==> src/logic/asr_pkg.sv <==
// shared constants and types for the axis status and position-reached block
package asr_pkg;
    // attribute byte bit positions
    localparam int ATTR_UNIT_LO = 0;
    localparam int ATTR_UNIT_HI = 1;
    localparam int ATTR_IN_POS = 2;
    localparam int ATTR_CTRL_ON = 3;
    localparam int ATTR_TEACH = 4;
    localparam int ATTR_REF_MISS = 5;
    localparam int ATTR_CFG_MISS = 6;
    localparam int ATTR_FINISHED = 7;
    // measurement unit codes
    localparam logic [1:0] UNIT_METRIC = 2'h1;
    localparam logic [1:0] UNIT_INCH = 2'h2;
    localparam logic [1:0] UNIT_DEGREE = 2'h0;
    // job mode codes
    localparam logic [3:0] MODE_JOG_ONE = 4'h1;
    localparam logic [3:0] MODE_JOG_TWO = 4'h2;
    localparam logic [3:0] MODE_JOG_OPEN = 4'h3;
    localparam logic [3:0] MODE_FOLLOW_ERR = 4'h4;
    localparam logic [3:0] MODE_REF_APPROACH = 4'h5;
    localparam logic [3:0] MODE_ABS_MOVE = 4'h6;
    localparam logic [3:0] MODE_REL_MOVE = 4'h7;
    localparam logic [3:0] MODE_AUTO = 4'h8;
    localparam logic [3:0] MODE_TEACH_ON = 4'ha;
    localparam logic [3:0] MODE_TEACH_OFF = 4'hb;
    localparam logic [3:0] MODE_OTHER = 4'hc;
    // error codes reported per job
    localparam logic [1:0] ERR_NONE = 2'h0;
    localparam logic [1:0] ERR_REJECTED = 2'h1;
    localparam logic [1:0] ERR_NOT_REACHED = 2'h2;
    // timing
    localparam int CLK_MHZ = 250;
    localparam int WAIT_TIME_MS = 5000;
    localparam longint WAIT_CYCLES = longint'(WAIT_TIME_MS) * 1000 * CLK_MHZ;
    // reset values
    localparam logic [1:0] UNIT_RESET = UNIT_METRIC;
    // job sequencer states
    typedef enum logic [2:0] {
        ASR_IDLE = 3'b001,
        ASR_RUN = 3'b010,
        ASR_STOPPING = 3'b100
    } asr_state_t;
endpackage
==> src/logic/asr_axis_status.sv <==
// per-axis attribute byte, job status and position-reached logic
// Overview of operation
// RULE1: bit3 high while position controller active
// RULE2: bit4 reports teach-in active
// RULE3: bit5 high until reference point established
// RULE4: bit6 high while configuration data absent
// RULE5: configuration transfer clears bit6 despite errors
// RULE6: moves executed only with error-free configuration
// RULE7: absolute moves need reference; reference clears bit5
// RULE8: teach on/off modes drive teach flag
// RULE9: controller off only in open-loop, following-error
// RULE10: mode changes accepted only when finished
// RULE11: every accepted job sets status running
// RULE12: automatic program stays running until complete
// RULE13: reached when setpoint at target, actual in window
// RULE14: non-automatic reached sets finished same step
// RULE15: automatic: reached per statement, status stays running
// RULE16: jog stop: target is actual plus braking
// RULE17: open-loop jog: standstill sets finished and reached
// RULE18: abort leaves reached clear, distance keeps updating; an aborted automatic job keeps reached if a statement set it
// RULE19: setpoint at target, actual outside: start wait
// RULE20: wait expiry: not-reached error, finished, reached clear
// RULE21: open-loop jog drifting after stop uses timer
// RULE22: ready and reached outputs active high
// RULE23: bit2 in-position, bit7 finished, bits0-1 unit
`timescale 1ns/1ns
module asr_axis_status
    import asr_pkg::*;
#(
    parameter int POS_W = 32,
    parameter longint WAIT_COUNT = WAIT_CYCLES
) (
    input wire logic clk,
    input wire logic rst,
    input wire logic scan_tick,
    input wire logic job_valid,
    input wire logic [3:0] job_mode,
    input wire logic job_stop,
    input wire logic job_abort,
    input wire logic [POS_W-1:0] job_target,
    input wire logic cfg_transfer,
    input wire logic cfg_error,
    input wire logic [1:0] cfg_unit,
    input wire logic ref_set,
    input wire logic cpu_ready,
    input wire logic stmt_done,
    input wire logic program_done,
    input wire logic [POS_W-1:0] setpoint,
    input wire logic [POS_W-1:0] actual,
    input wire logic [POS_W-1:0] brake_dist,
    input wire logic [POS_W-1:0] standstill_window,
    output logic [7:0] axis_attribute_byte,
    output logic job_accept,
    output logic [1:0] job_error,
    output logic motion_enable,
    output logic [POS_W-1:0] target_pos,
    output logic [POS_W-1:0] distance_to_go,
    output logic operational_ready_output,
    output logic in_position_output
);
    localparam int WAIT_W = $clog2(WAIT_COUNT + 1);

    typedef struct packed {
        asr_state_t state;
        logic [3:0] mode;
        logic [1:0] unit;
        logic ctrl_on;
        logic teach;
        logic ref_miss;
        logic cfg_miss;
        logic cfg_bad;
        logic finished;
        logic reached;
        logic accept;
        logic [1:0] err;
        logic [POS_W-1:0] target;
        logic [POS_W-1:0] dtg;
        logic dtg_live;
        logic [POS_W-1:0] last_actual;
        logic [POS_W-1:0] last_dist;
        logic [WAIT_W-1:0] wait_cnt;
        logic waiting;
    } asr_reg_t;

    asr_reg_t r;
    asr_reg_t next_r;

    // absolute distance between two positions, used for window and approach tests
    function automatic logic [POS_W-1:0] asr_abs_diff(input logic [POS_W-1:0] a, input logic [POS_W-1:0] b);
        logic signed [POS_W-1:0] d;
        d = $signed(a) - $signed(b);
        return d[POS_W-1] ? POS_W'(-d) : POS_W'(d);
    endfunction

    logic is_motion;
    logic setpoint_at;
    logic in_window;
    logic mode_ok;
    logic [POS_W-1:0] cur_dist;

    // job classification and position tests
    always_comb begin
        is_motion = (job_mode == MODE_JOG_ONE) || (job_mode == MODE_JOG_TWO) || (job_mode == MODE_JOG_OPEN)
            || (job_mode == MODE_ABS_MOVE) || (job_mode == MODE_REL_MOVE) || (job_mode == MODE_REF_APPROACH)
            || (job_mode == MODE_AUTO);
        mode_ok = !(is_motion && r.cfg_bad) && !((job_mode == MODE_ABS_MOVE) && r.ref_miss); // RULE6 RULE7
        setpoint_at = (setpoint == r.target);
        cur_dist = asr_abs_diff(actual, r.target);
        in_window = (cur_dist <= standstill_window);
    end

    // next-state logic for the whole axis
    always_comb begin
        next_r = r;
        next_r.accept = 1'b0;
        if (cfg_transfer) begin
            next_r.cfg_miss = 1'b0; // RULE5 RULE4
            next_r.cfg_bad = cfg_error;
            next_r.unit = cfg_unit;
        end
        if (r.dtg_live) begin
            // signed remaining path from setpoint to the last accepted job's target
            next_r.dtg = r.target - setpoint; // RULE18
        end
        case (r.state)
            ASR_IDLE: begin
                // only a finished axis takes a new job; others are dropped
                if (job_valid && r.finished) begin // RULE10
                    if (mode_ok) begin
                        next_r.accept = 1'b1;
                        next_r.err = ERR_NONE;
                        next_r.mode = job_mode;
                        next_r.finished = 1'b0; // RULE11
                        next_r.reached = 1'b0;
                        next_r.waiting = 1'b0;
                        next_r.wait_cnt = '0;
                        // only a new traversing job ends distance-to-go tracking;
                        // following-error, teach and other non-moving jobs keep it live after an abort
                        if (is_motion) begin
                            next_r.dtg_live = 1'b0; // RULE18
                        end
                        next_r.ctrl_on = !((job_mode == MODE_JOG_OPEN) || (job_mode == MODE_FOLLOW_ERR)); // RULE9
                        next_r.target = job_target;
                        next_r.last_dist = asr_abs_diff(actual, job_target);
                        next_r.state = ASR_RUN;
                    end else begin
                        next_r.err = ERR_REJECTED;
                    end
                end
            end
            ASR_RUN: begin
                if (job_abort) begin
                    next_r.finished = 1'b1;
                    next_r.dtg_live = 1'b1; // RULE18
                    next_r.ctrl_on = 1'b1;
                    next_r.state = ASR_IDLE;
                end else begin
                    case (r.mode)
                        MODE_TEACH_ON, MODE_TEACH_OFF: begin
                            next_r.teach = (r.mode == MODE_TEACH_ON); // RULE8 RULE2
                            next_r.finished = 1'b1;
                            next_r.state = ASR_IDLE;
                        end
                        MODE_REF_APPROACH: begin
                            if (ref_set) begin
                                next_r.ref_miss = 1'b0; // RULE7 RULE3
                                next_r.finished = 1'b1;
                                next_r.state = ASR_IDLE;
                            end
                        end
                        MODE_JOG_ONE, MODE_JOG_TWO, MODE_JOG_OPEN: begin
                            if (job_stop) begin
                                next_r.target = actual + brake_dist; // RULE16
                                next_r.last_actual = actual;
                                next_r.last_dist = brake_dist;
                                next_r.state = ASR_STOPPING;
                            end
                        end
                        MODE_ABS_MOVE, MODE_REL_MOVE: begin
                            next_r.state = ASR_STOPPING;
                        end
                        MODE_AUTO: begin
                            if (stmt_done) begin
                                next_r.reached = 1'b1; // RULE15
                            end else if (job_valid) begin
                                next_r.reached = 1'b0;
                            end
                            if (program_done) begin
                                next_r.finished = 1'b1; // RULE12
                                next_r.state = ASR_IDLE;
                            end
                        end
                        default: begin
                            // non-moving job: one step of running, then finished
                            next_r.finished = 1'b1;
                            next_r.ctrl_on = 1'b1;
                            next_r.state = ASR_IDLE;
                        end
                    endcase
                end
            end
            ASR_STOPPING: begin
                if (job_abort) begin
                    next_r.finished = 1'b1;
                    next_r.dtg_live = 1'b1; // RULE18
                    next_r.ctrl_on = 1'b1;
                    next_r.state = ASR_IDLE;
                end else if (r.mode == MODE_JOG_OPEN && scan_tick && actual == r.last_actual) begin
                    next_r.finished = 1'b1; // RULE17
                    next_r.reached = 1'b1;
                    next_r.ctrl_on = 1'b1;
                    next_r.state = ASR_IDLE;
                end else if (r.mode != MODE_JOG_OPEN && setpoint_at && in_window) begin
                    next_r.reached = 1'b1; // RULE13
                    next_r.finished = 1'b1; // RULE14
                    next_r.state = ASR_IDLE;
                end else if (r.waiting && r.wait_cnt == WAIT_W'(WAIT_COUNT - 1)) begin
                    next_r.err = ERR_NOT_REACHED; // RULE20
                    next_r.finished = 1'b1;
                    next_r.reached = 1'b0;
                    next_r.waiting = 1'b0;
                    next_r.ctrl_on = 1'b1;
                    next_r.state = ASR_IDLE;
                end else begin
                    if (scan_tick) begin
                        next_r.last_actual = actual;
                    end
                    // setpoint settled but axis outside window: watchdog runs
                    if (setpoint_at || r.mode == MODE_JOG_OPEN) begin // RULE19 RULE21
                        next_r.waiting = 1'b1;
                        if (cur_dist < r.last_dist) begin
                            next_r.wait_cnt = '0; // RULE20
                        end else begin
                            next_r.wait_cnt = r.wait_cnt + WAIT_W'(1);
                        end
                    end
                    next_r.last_dist = cur_dist;
                end
            end
            default: begin
                next_r.state = ASR_IDLE;
            end
        endcase
        if (job_valid && (r.state != ASR_IDLE) && r.mode != MODE_AUTO) begin
            next_r.err = ERR_REJECTED; // RULE10
        end
    end

    // single register stage for all axis state
    always_ff @(posedge clk) begin
        if (rst) begin
            r <= '0;
            r.state <= ASR_IDLE;
            r.unit <= UNIT_RESET;
            r.ctrl_on <= 1'b1;
            r.ref_miss <= 1'b1;
            r.cfg_miss <= 1'b1;
            r.cfg_bad <= 1'b1;
            r.finished <= 1'b1;
        end else begin
            r <= next_r;
        end
    end

    // attribute byte and pins
    always_comb begin
        axis_attribute_byte = '0;
        axis_attribute_byte[ATTR_UNIT_HI:ATTR_UNIT_LO] = r.unit; // RULE23
        axis_attribute_byte[ATTR_IN_POS] = r.reached;
        axis_attribute_byte[ATTR_CTRL_ON] = r.ctrl_on; // RULE1
        axis_attribute_byte[ATTR_TEACH] = r.teach; // RULE2
        axis_attribute_byte[ATTR_REF_MISS] = r.ref_miss; // RULE3
        axis_attribute_byte[ATTR_CFG_MISS] = r.cfg_miss; // RULE4
        axis_attribute_byte[ATTR_FINISHED] = r.finished;
    end
    assign job_accept = r.accept;
    assign job_error = r.err;
    assign motion_enable = (r.state != ASR_IDLE) && !r.cfg_bad; // RULE6
    assign target_pos = r.target;
    assign distance_to_go = r.dtg;
    // ready waits for valid configuration, so a drive is never enabled blind
    assign operational_ready_output = cpu_ready && !r.cfg_miss && !r.cfg_bad; // RULE22
    assign in_position_output = r.reached; // RULE22

    property p_reached_finish;
        @(posedge clk) disable iff (rst)
        (r.state == ASR_STOPPING && r.mode != MODE_JOG_OPEN && !job_abort && setpoint_at && in_window)
        |=> (in_position_output && axis_attribute_byte[ATTR_FINISHED]);
    endproperty
    a_reached_finish: assert property (p_reached_finish) else $error("reached did not finish job"); // RULE13
    property p_no_accept_running;
        @(posedge clk) disable iff (rst)
        (job_valid && !axis_attribute_byte[ATTR_FINISHED]) |=> !job_accept;
    endproperty
    a_no_accept_running: assert property (p_no_accept_running) else $error("job accepted while running"); // RULE10
    property p_accept_running;
        @(posedge clk) disable iff (rst)
        job_accept |-> !axis_attribute_byte[ATTR_FINISHED];
    endproperty
    a_accept_running: assert property (p_accept_running) else $error("accepted job not running"); // RULE11
    property p_cfg_clear;
        @(posedge clk) disable iff (rst)
        cfg_transfer |=> !axis_attribute_byte[ATTR_CFG_MISS];
    endproperty
    a_cfg_clear: assert property (p_cfg_clear) else $error("config flag not cleared"); // RULE5
    property p_open_loop;
        @(posedge clk) disable iff (rst)
        (job_accept && r.mode == MODE_JOG_OPEN) |-> !axis_attribute_byte[ATTR_CTRL_ON];
    endproperty
    a_open_loop: assert property (p_open_loop) else $error("open loop controller on"); // RULE9
    property p_auto_running;
        @(posedge clk) disable iff (rst)
        (r.state == ASR_RUN && r.mode == MODE_AUTO && !program_done && !job_abort) |=> !axis_attribute_byte[ATTR_FINISHED];
    endproperty
    a_auto_running: assert property (p_auto_running) else $error("auto finished early"); // RULE12
    property p_pin_mirror;
        @(posedge clk) disable iff (rst)
        in_position_output == axis_attribute_byte[ATTR_IN_POS];
    endproperty
    a_pin_mirror: assert property (p_pin_mirror) else $error("reached pin mismatch"); // RULE22
    property p_timeout;
        @(posedge clk) disable iff (rst)
        (job_error != ERR_NOT_REACHED) ##1 (job_error == ERR_NOT_REACHED) |-> !in_position_output && axis_attribute_byte[ATTR_FINISHED];
    endproperty
    a_timeout: assert property (p_timeout) else $error("timeout state wrong"); // RULE20
    property p_teach;
        @(posedge clk) disable iff (rst)
        (r.state == ASR_RUN && r.mode == MODE_TEACH_ON && !job_abort) |=> axis_attribute_byte[ATTR_TEACH];
    endproperty
    a_teach: assert property (p_teach) else $error("teach flag not set"); // RULE8
    property p_abort_clear;
        @(posedge clk) disable iff (rst)
        (r.state != ASR_IDLE && r.mode != MODE_AUTO && job_abort) |=> (axis_attribute_byte[ATTR_FINISHED] && !in_position_output);
    endproperty
    a_abort_clear: assert property (p_abort_clear) else $error("abort left reached set"); // RULE18
    property p_ref_clear;
        @(posedge clk) disable iff (rst)
        (r.state == ASR_RUN && r.mode == MODE_REF_APPROACH && ref_set && !job_abort) |=> !axis_attribute_byte[ATTR_REF_MISS];
    endproperty
    a_ref_clear: assert property (p_ref_clear) else $error("reference flag not cleared"); // RULE7
    property p_bad_cfg_reject;
        @(posedge clk) disable iff (rst)
        (job_valid && r.cfg_bad && job_mode == MODE_REL_MOVE) |=> !job_accept;
    endproperty
    a_bad_cfg_reject: assert property (p_bad_cfg_reject) else $error("move accepted with bad config"); // RULE6
endmodule

==> config.mk <==
export PLATFORM = sky130hd
export DESIGN_NAME = asr_axis_status
export DESIGN_NICKNAME = d
export VERILOG_FILES = /design/src/logic/asr_pkg.sv /design/src/logic/asr_axis_status.sv
export SDC_FILE = /design/constraint.sdc
export NUM_CORES = 1
export LEC_CHECK = 0
export BUFFER_PORTS_ARGS = -buffer_cell sky130_fd_sc_hd__buf_2
export CAP_MARGIN = 25
export CORE_UTILIZATION = 40
export DETAILED_ROUTE_END_ITERATION = 16
export SLEW_MARGIN = 20
export SYNTH_ARGS = -nofsm -noshare
export SYNTH_HDL_FRONTEND = slang
export SYNTH_SLANG_ARGS = --single-unit
export TNS_END_PERCENT = 1
==> constraint.sdc <==
create_clock -name clk -period 15.3 [get_ports clk]
set_input_delay 1.53 -clock clk [delete_from_list [all_inputs] [get_ports clk]]
set_output_delay 1.53 -clock clk [all_outputs]
set_load 0.05 [all_outputs]
==> impl_results.md <==
* Worst r2r src: target_pos[0]
* Routed wire length per instance at 21.2 µm
* Final Max Slew Viols at 0
* Proportion of register bits with asynchronous set or reset after synthesis at 0%
* Setup clock skew after layout at between 15 and 20 ps
* Number of clock sinks at 180
* Number of cells upsized or downsized after cts at 0
* Origin of the worst min-delay path: axis_attribute_byte[5]
* Setup crit end kind: flip-flop
* CTS buffer count at 17
* Startpoint types: primary input
* Slew at the pin closest to its max-slew limit at 937 ps
* Post-synthesis cell type with the largest combined area: sky130_fd_sc_hd__dfxtp_1
* Ys Warns at 0
* Cell depth of the worst setup path at 26
* Drt first-iter violations at 1,687
* Synth cell types at 88
* TritonCTS clock tree: built
* Worst slew slack as a fraction of its limit at 37.6%
* Clock transition at the registers of the reported paths at 70 ps
* Accumulated negative setup slack at 0 ps
* Mean area per synthesized cell at 7.57 µm²
* Number of max-cap violations at 0
* Worst Path Arrival at 8340 ps
* Outcome: finished clean
* Combined area of the multi-input logic cells at 13,500 µm²
* Synth Net Count at 2,851
* CTS Root Buffer Type: sky130_fd_sc_hd__clkbuf_16
* Via count of the first global-routing pass at 17,400
* Crit path buf inv count at 3
* Row Count at between 70 and 80
* Proportion of power drawn by flip-flops and latches at 19.8%
* RSZ-0062 raised after global routing: false
* Number of H-tree levels at 4
* Detailed-router iteration count before antenna repair at 8
* CP Launch Point: actual[0]
* Final Routed Wirelength at 68.1 mm
* Leading cell types by total area after synthesis: sky130_fd_sc_hd__dfxtp_1 19%, sky130_fd_sc_hd__ha_1 13%, sky130_fd_sc_hd__xnor2_1 5.8%
* Worst reg2reg endpoint: r[4]
* Global-route wire length before repair at 102 mm
* Area of the mapped netlist at 18,800 µm²
* Data required, critical path at 15,650 ps
* DP Wirelength at roughly 55 mm
* Static leakage at 9.01 nW
* Syn-to-layout area delta at 10.2%
* Maximum clock frequency at 125 MHz
* Largest delay share family, worst path: compound AO/OA/AOI/OAI gates
* Remaining design rule violation count at 0
* Critical path start-end classification: primary input to flip-flop
* Setup slack of the most critical reg-to-reg path at slightly above 8000 ps
* Area inside the core boundary at approximately 46,000 µm²
* Capturing instance or port of the critical path: r[4]
* Share of the synthesized area in the top cell type at 19.2%
* Reg2reg path depth at 24
* Slowest Stage Delay on Critical Path at 800 ps
* Clock period minus worst slack at 7980 ps
* Worst min-delay path category: flip-flop to flip-flop
* Residual overflow from global routing at 0
* Fillers at roughly 4,700
* VDD IR-drop max at 0.0000975 V
* Number of nets with antenna violations after routing at 0
* Hold buffer count at CTS at 0
* Largest net degree at the start of global routing at 64
* Seq cells post-synth at 180
* Total number of vias at approximately 19,000
* Latest clock arrival within the worst-skew pair at 510 ps
* Top-level I/O count at 256
* Worst-case setup margin in the final layout at 7320 ps
* Maximum buffer depth of the clock tree at 2
* Overall die area at between 40,000 and 50,000 µm²
* Number of nets at the end of the flow at between 2,000 and 3,000
* Critical Path Fanout Max at 30
* Setup violation total in the final timing report at 0
* Internal power consumption at 0.00148 W
* Instance count of the mapped netlist at roughly 2,500
* Number of antenna violations at the first check in global routing at 3
* Share of the clock period used by the worst path after layout at 52.2%
* Number of buffers added on ports at ~260
* Post-CTS setup repair buffer count at 0
* Part of the power in the clock network at 17.4%
* Crit-path slowest cell: sky130_fd_sc_hd__a21o_1
* Fraction of final layout cells with drive strength greater than 1 at 13.4%
* PwrDens at 140 nW/µm²
* Sequential cell area at about 3600 µm²
* Switching share of power at between 40% and 50%
* Worst hold slack across all endpoints at 471 ps
* Worst slack at placement at 6830 ps
* Share of synthesized area occupied by flip-flops and latches at roughly 19%
* Cell area after layout at 20,700 µm²
* Chip height at 219 µm
* Most used flip-flop cell after synthesis: sky130_fd_sc_hd__dfxtp_1
* Combinational group share of total power at 62.9%
* Post-synth EDFFs at 0
* Final estimated routing congestion in global placement at 0.964
* Global routing usage summed across all routing layers at 28.1%
* Initial standard-cell utilization of the core at 41.0%
* Switching power at 0.00141 W
* Average vias per placed instance at 5.88
* Horiz. Die Dim at 219 µm
* Post-detailed-placement cell area at roughly 20,000 µm²
* Final Hold Fails at 0
sequential cells by signal, indices dropped and copies added, names as in the netlist:
| register | count |
|---|---|
| axis_attribute_byte | 7 |
| in_position_output | 1 |
| distance_to_go | 32 |
| job_accept | 1 |
| target_pos | 32 |
| r | 105 |
| job_error | 2 |
power groups by stage:
stage | clock network, W | logic [W] | registers [W]
after floorplan | 0 | 0.00137 | 0.000562
after global placement | 0 | 0.00175 | 0.000580
after detailed placement | 0 | 0.00178 | 0.000582
after CTS | 0.000510 | 0.00180 | 0.000571
after global routing | 0.000527 | 0.00201 | 0.000577
final | 0.000502 | 0.00182 | 0.000571
through the flow:
stage               cells  util [%]  total power (W)
floorplan            2479         -          0.00193
global placement     3178      43.7          0.00233
detailed placement   3179      43.8          0.00236
CTS                  3211      45.2          0.00288
global route         3211      45.2          0.00311
finish               3212      45.2          0.00289
synth_stat cells (26+ instances only):
cell and instances:
sky130_fd_sc_hd__nor2_1 258, sky130_fd_sc_hd__inv_1 210, sky130_fd_sc_hd__ha_1 190, sky130_fd_sc_hd__dfxtp_1 180, sky130_fd_sc_hd__nand2_1 163, sky130_fd_sc_hd__a21oi_1 162, sky130_fd_sc_hd__xnor2_1 125, sky130_fd_sc_hd__o21ai_0 105
sky130_fd_sc_hd__clkbuf_1 86, sky130_fd_sc_hd__xor2_1 85, sky130_fd_sc_hd__buf_4 74, sky130_fd_sc_hd__a21o_1 71, sky130_fd_sc_hd__a221oi_1 70, sky130_fd_sc_hd__mux2i_1 60, sky130_fd_sc_hd__nand3_1 57, sky130_fd_sc_hd__nor3_1 57
sky130_fd_sc_hd__a211oi_1 50, sky130_fd_sc_hd__nand4_1 42, sky130_fd_sc_hd__nor2b_1 26
worst min-delay path, stage by stage, from the launching register on:
cell,delay [ps]
sky130_fd_sc_hd__dfxtp_1,330
sky130_fd_sc_hd__o41ai_1,60
sky130_fd_sc_hd__nand2_1,50
per-layer routing:
metal  up-vias  GRT usage (%)  wire length (µm)
met5         -              0                36
met2       651           43.8             30100
met3        89           5.25              4880
met1      9031           38.6             31300
met4         6           9.35              1860
li1       9112              -                 -
kinds of logic after synthesis:
| family | count (synthesis) | share of synthesized area [%] |
|---|---|---|
| adder cells (fa/ha/maj) | 194 | 13.1 |
| buffers and inverters | 384 | 9.22 |
| XOR/XNOR | 213 | 10.1 |
| multiplexers | 62 | 3.32 |
| AO/OA/AOI/OAI | 689 | 25.3 |
| AND/OR/NAND/NOR | 757 | 19.8 |
| flip-flops | 180 | 19.2 |
cells in the final DEF (no fill, tap or decap), types with 10 or more instances in the layout:
master | Yosys | layout
sky130_fd_sc_hd__a211o_1 | 12 | 12
sky130_fd_sc_hd__a211oi_1 | 50 | 50
sky130_fd_sc_hd__a21o_1 | 71 | 71
sky130_fd_sc_hd__a21oi_1 | 162 | 162
sky130_fd_sc_hd__a221oi_1 | 70 | 70
sky130_fd_sc_hd__a311oi_1 | 17 | 17
sky130_fd_sc_hd__a31oi_1 | 23 | 23
sky130_fd_sc_hd__and2_1 | 20 | 19
sky130_fd_sc_hd__and3_1 | 22 | 22
sky130_fd_sc_hd__and4_1 | 11 | 11
sky130_fd_sc_hd__buf_2 | 8 | 254
sky130_fd_sc_hd__buf_4 | 74 | 19
sky130_fd_sc_hd__clkbuf_16 | 0 | 17
sky130_fd_sc_hd__dfxtp_1 | 180 | 180
sky130_fd_sc_hd__ha_1 | 190 | 190
sky130_fd_sc_hd__inv_1 | 210 | 210
sky130_fd_sc_hd__mux2i_1 | 60 | 60
sky130_fd_sc_hd__nand2_1 | 163 | 162
sky130_fd_sc_hd__nand2b_1 | 22 | 22
sky130_fd_sc_hd__nand3_1 | 57 | 57
sky130_fd_sc_hd__nand4_1 | 42 | 42
sky130_fd_sc_hd__nor2_1 | 258 | 256
sky130_fd_sc_hd__nor2b_1 | 26 | 26
sky130_fd_sc_hd__nor3_1 | 57 | 57
sky130_fd_sc_hd__nor4_1 | 11 | 11
sky130_fd_sc_hd__o2111ai_1 | 10 | 10
sky130_fd_sc_hd__o211ai_1 | 20 | 20
sky130_fd_sc_hd__o21a_1 | 24 | 24
sky130_fd_sc_hd__o21ai_0 | 105 | 105
sky130_fd_sc_hd__o21ai_1 | 15 | 14
sky130_fd_sc_hd__o21bai_1 | 12 | 12
sky130_fd_sc_hd__o31ai_1 | 16 | 16
sky130_fd_sc_hd__or3_1 | 19 | 19
sky130_fd_sc_hd__xnor2_1 | 125 | 125
sky130_fd_sc_hd__xor2_1 | 85 | 84
how the worst min path moves through the flow:
stage	end	cells after the start	slack, ps
final	axis_attribute_byte[5]	2	470
after global routing	axis_attribute_byte[5]	2	490
after CTS	axis_attribute_byte[5]	2	480
after detailed placement	axis_attribute_byte[5]	2	460
after global placement	axis_attribute_byte[0]	2	460
after floorplan	axis_attribute_byte[5]	2	440
final cells by class:
cell class,instances,share of cell area (%)
Multi-Input combinational cell,1915,65.1
Antenna cell,1,0.0121
Clock buffer,19,2.09
Inverter,210,3.81
Sequential cell,180,17.4
Timing Repair Buffer,274,6.94
Tap cell,600,3.63
Clock inverter,13,0.969
No activity file was read; power rests on OpenSTA's default activity.
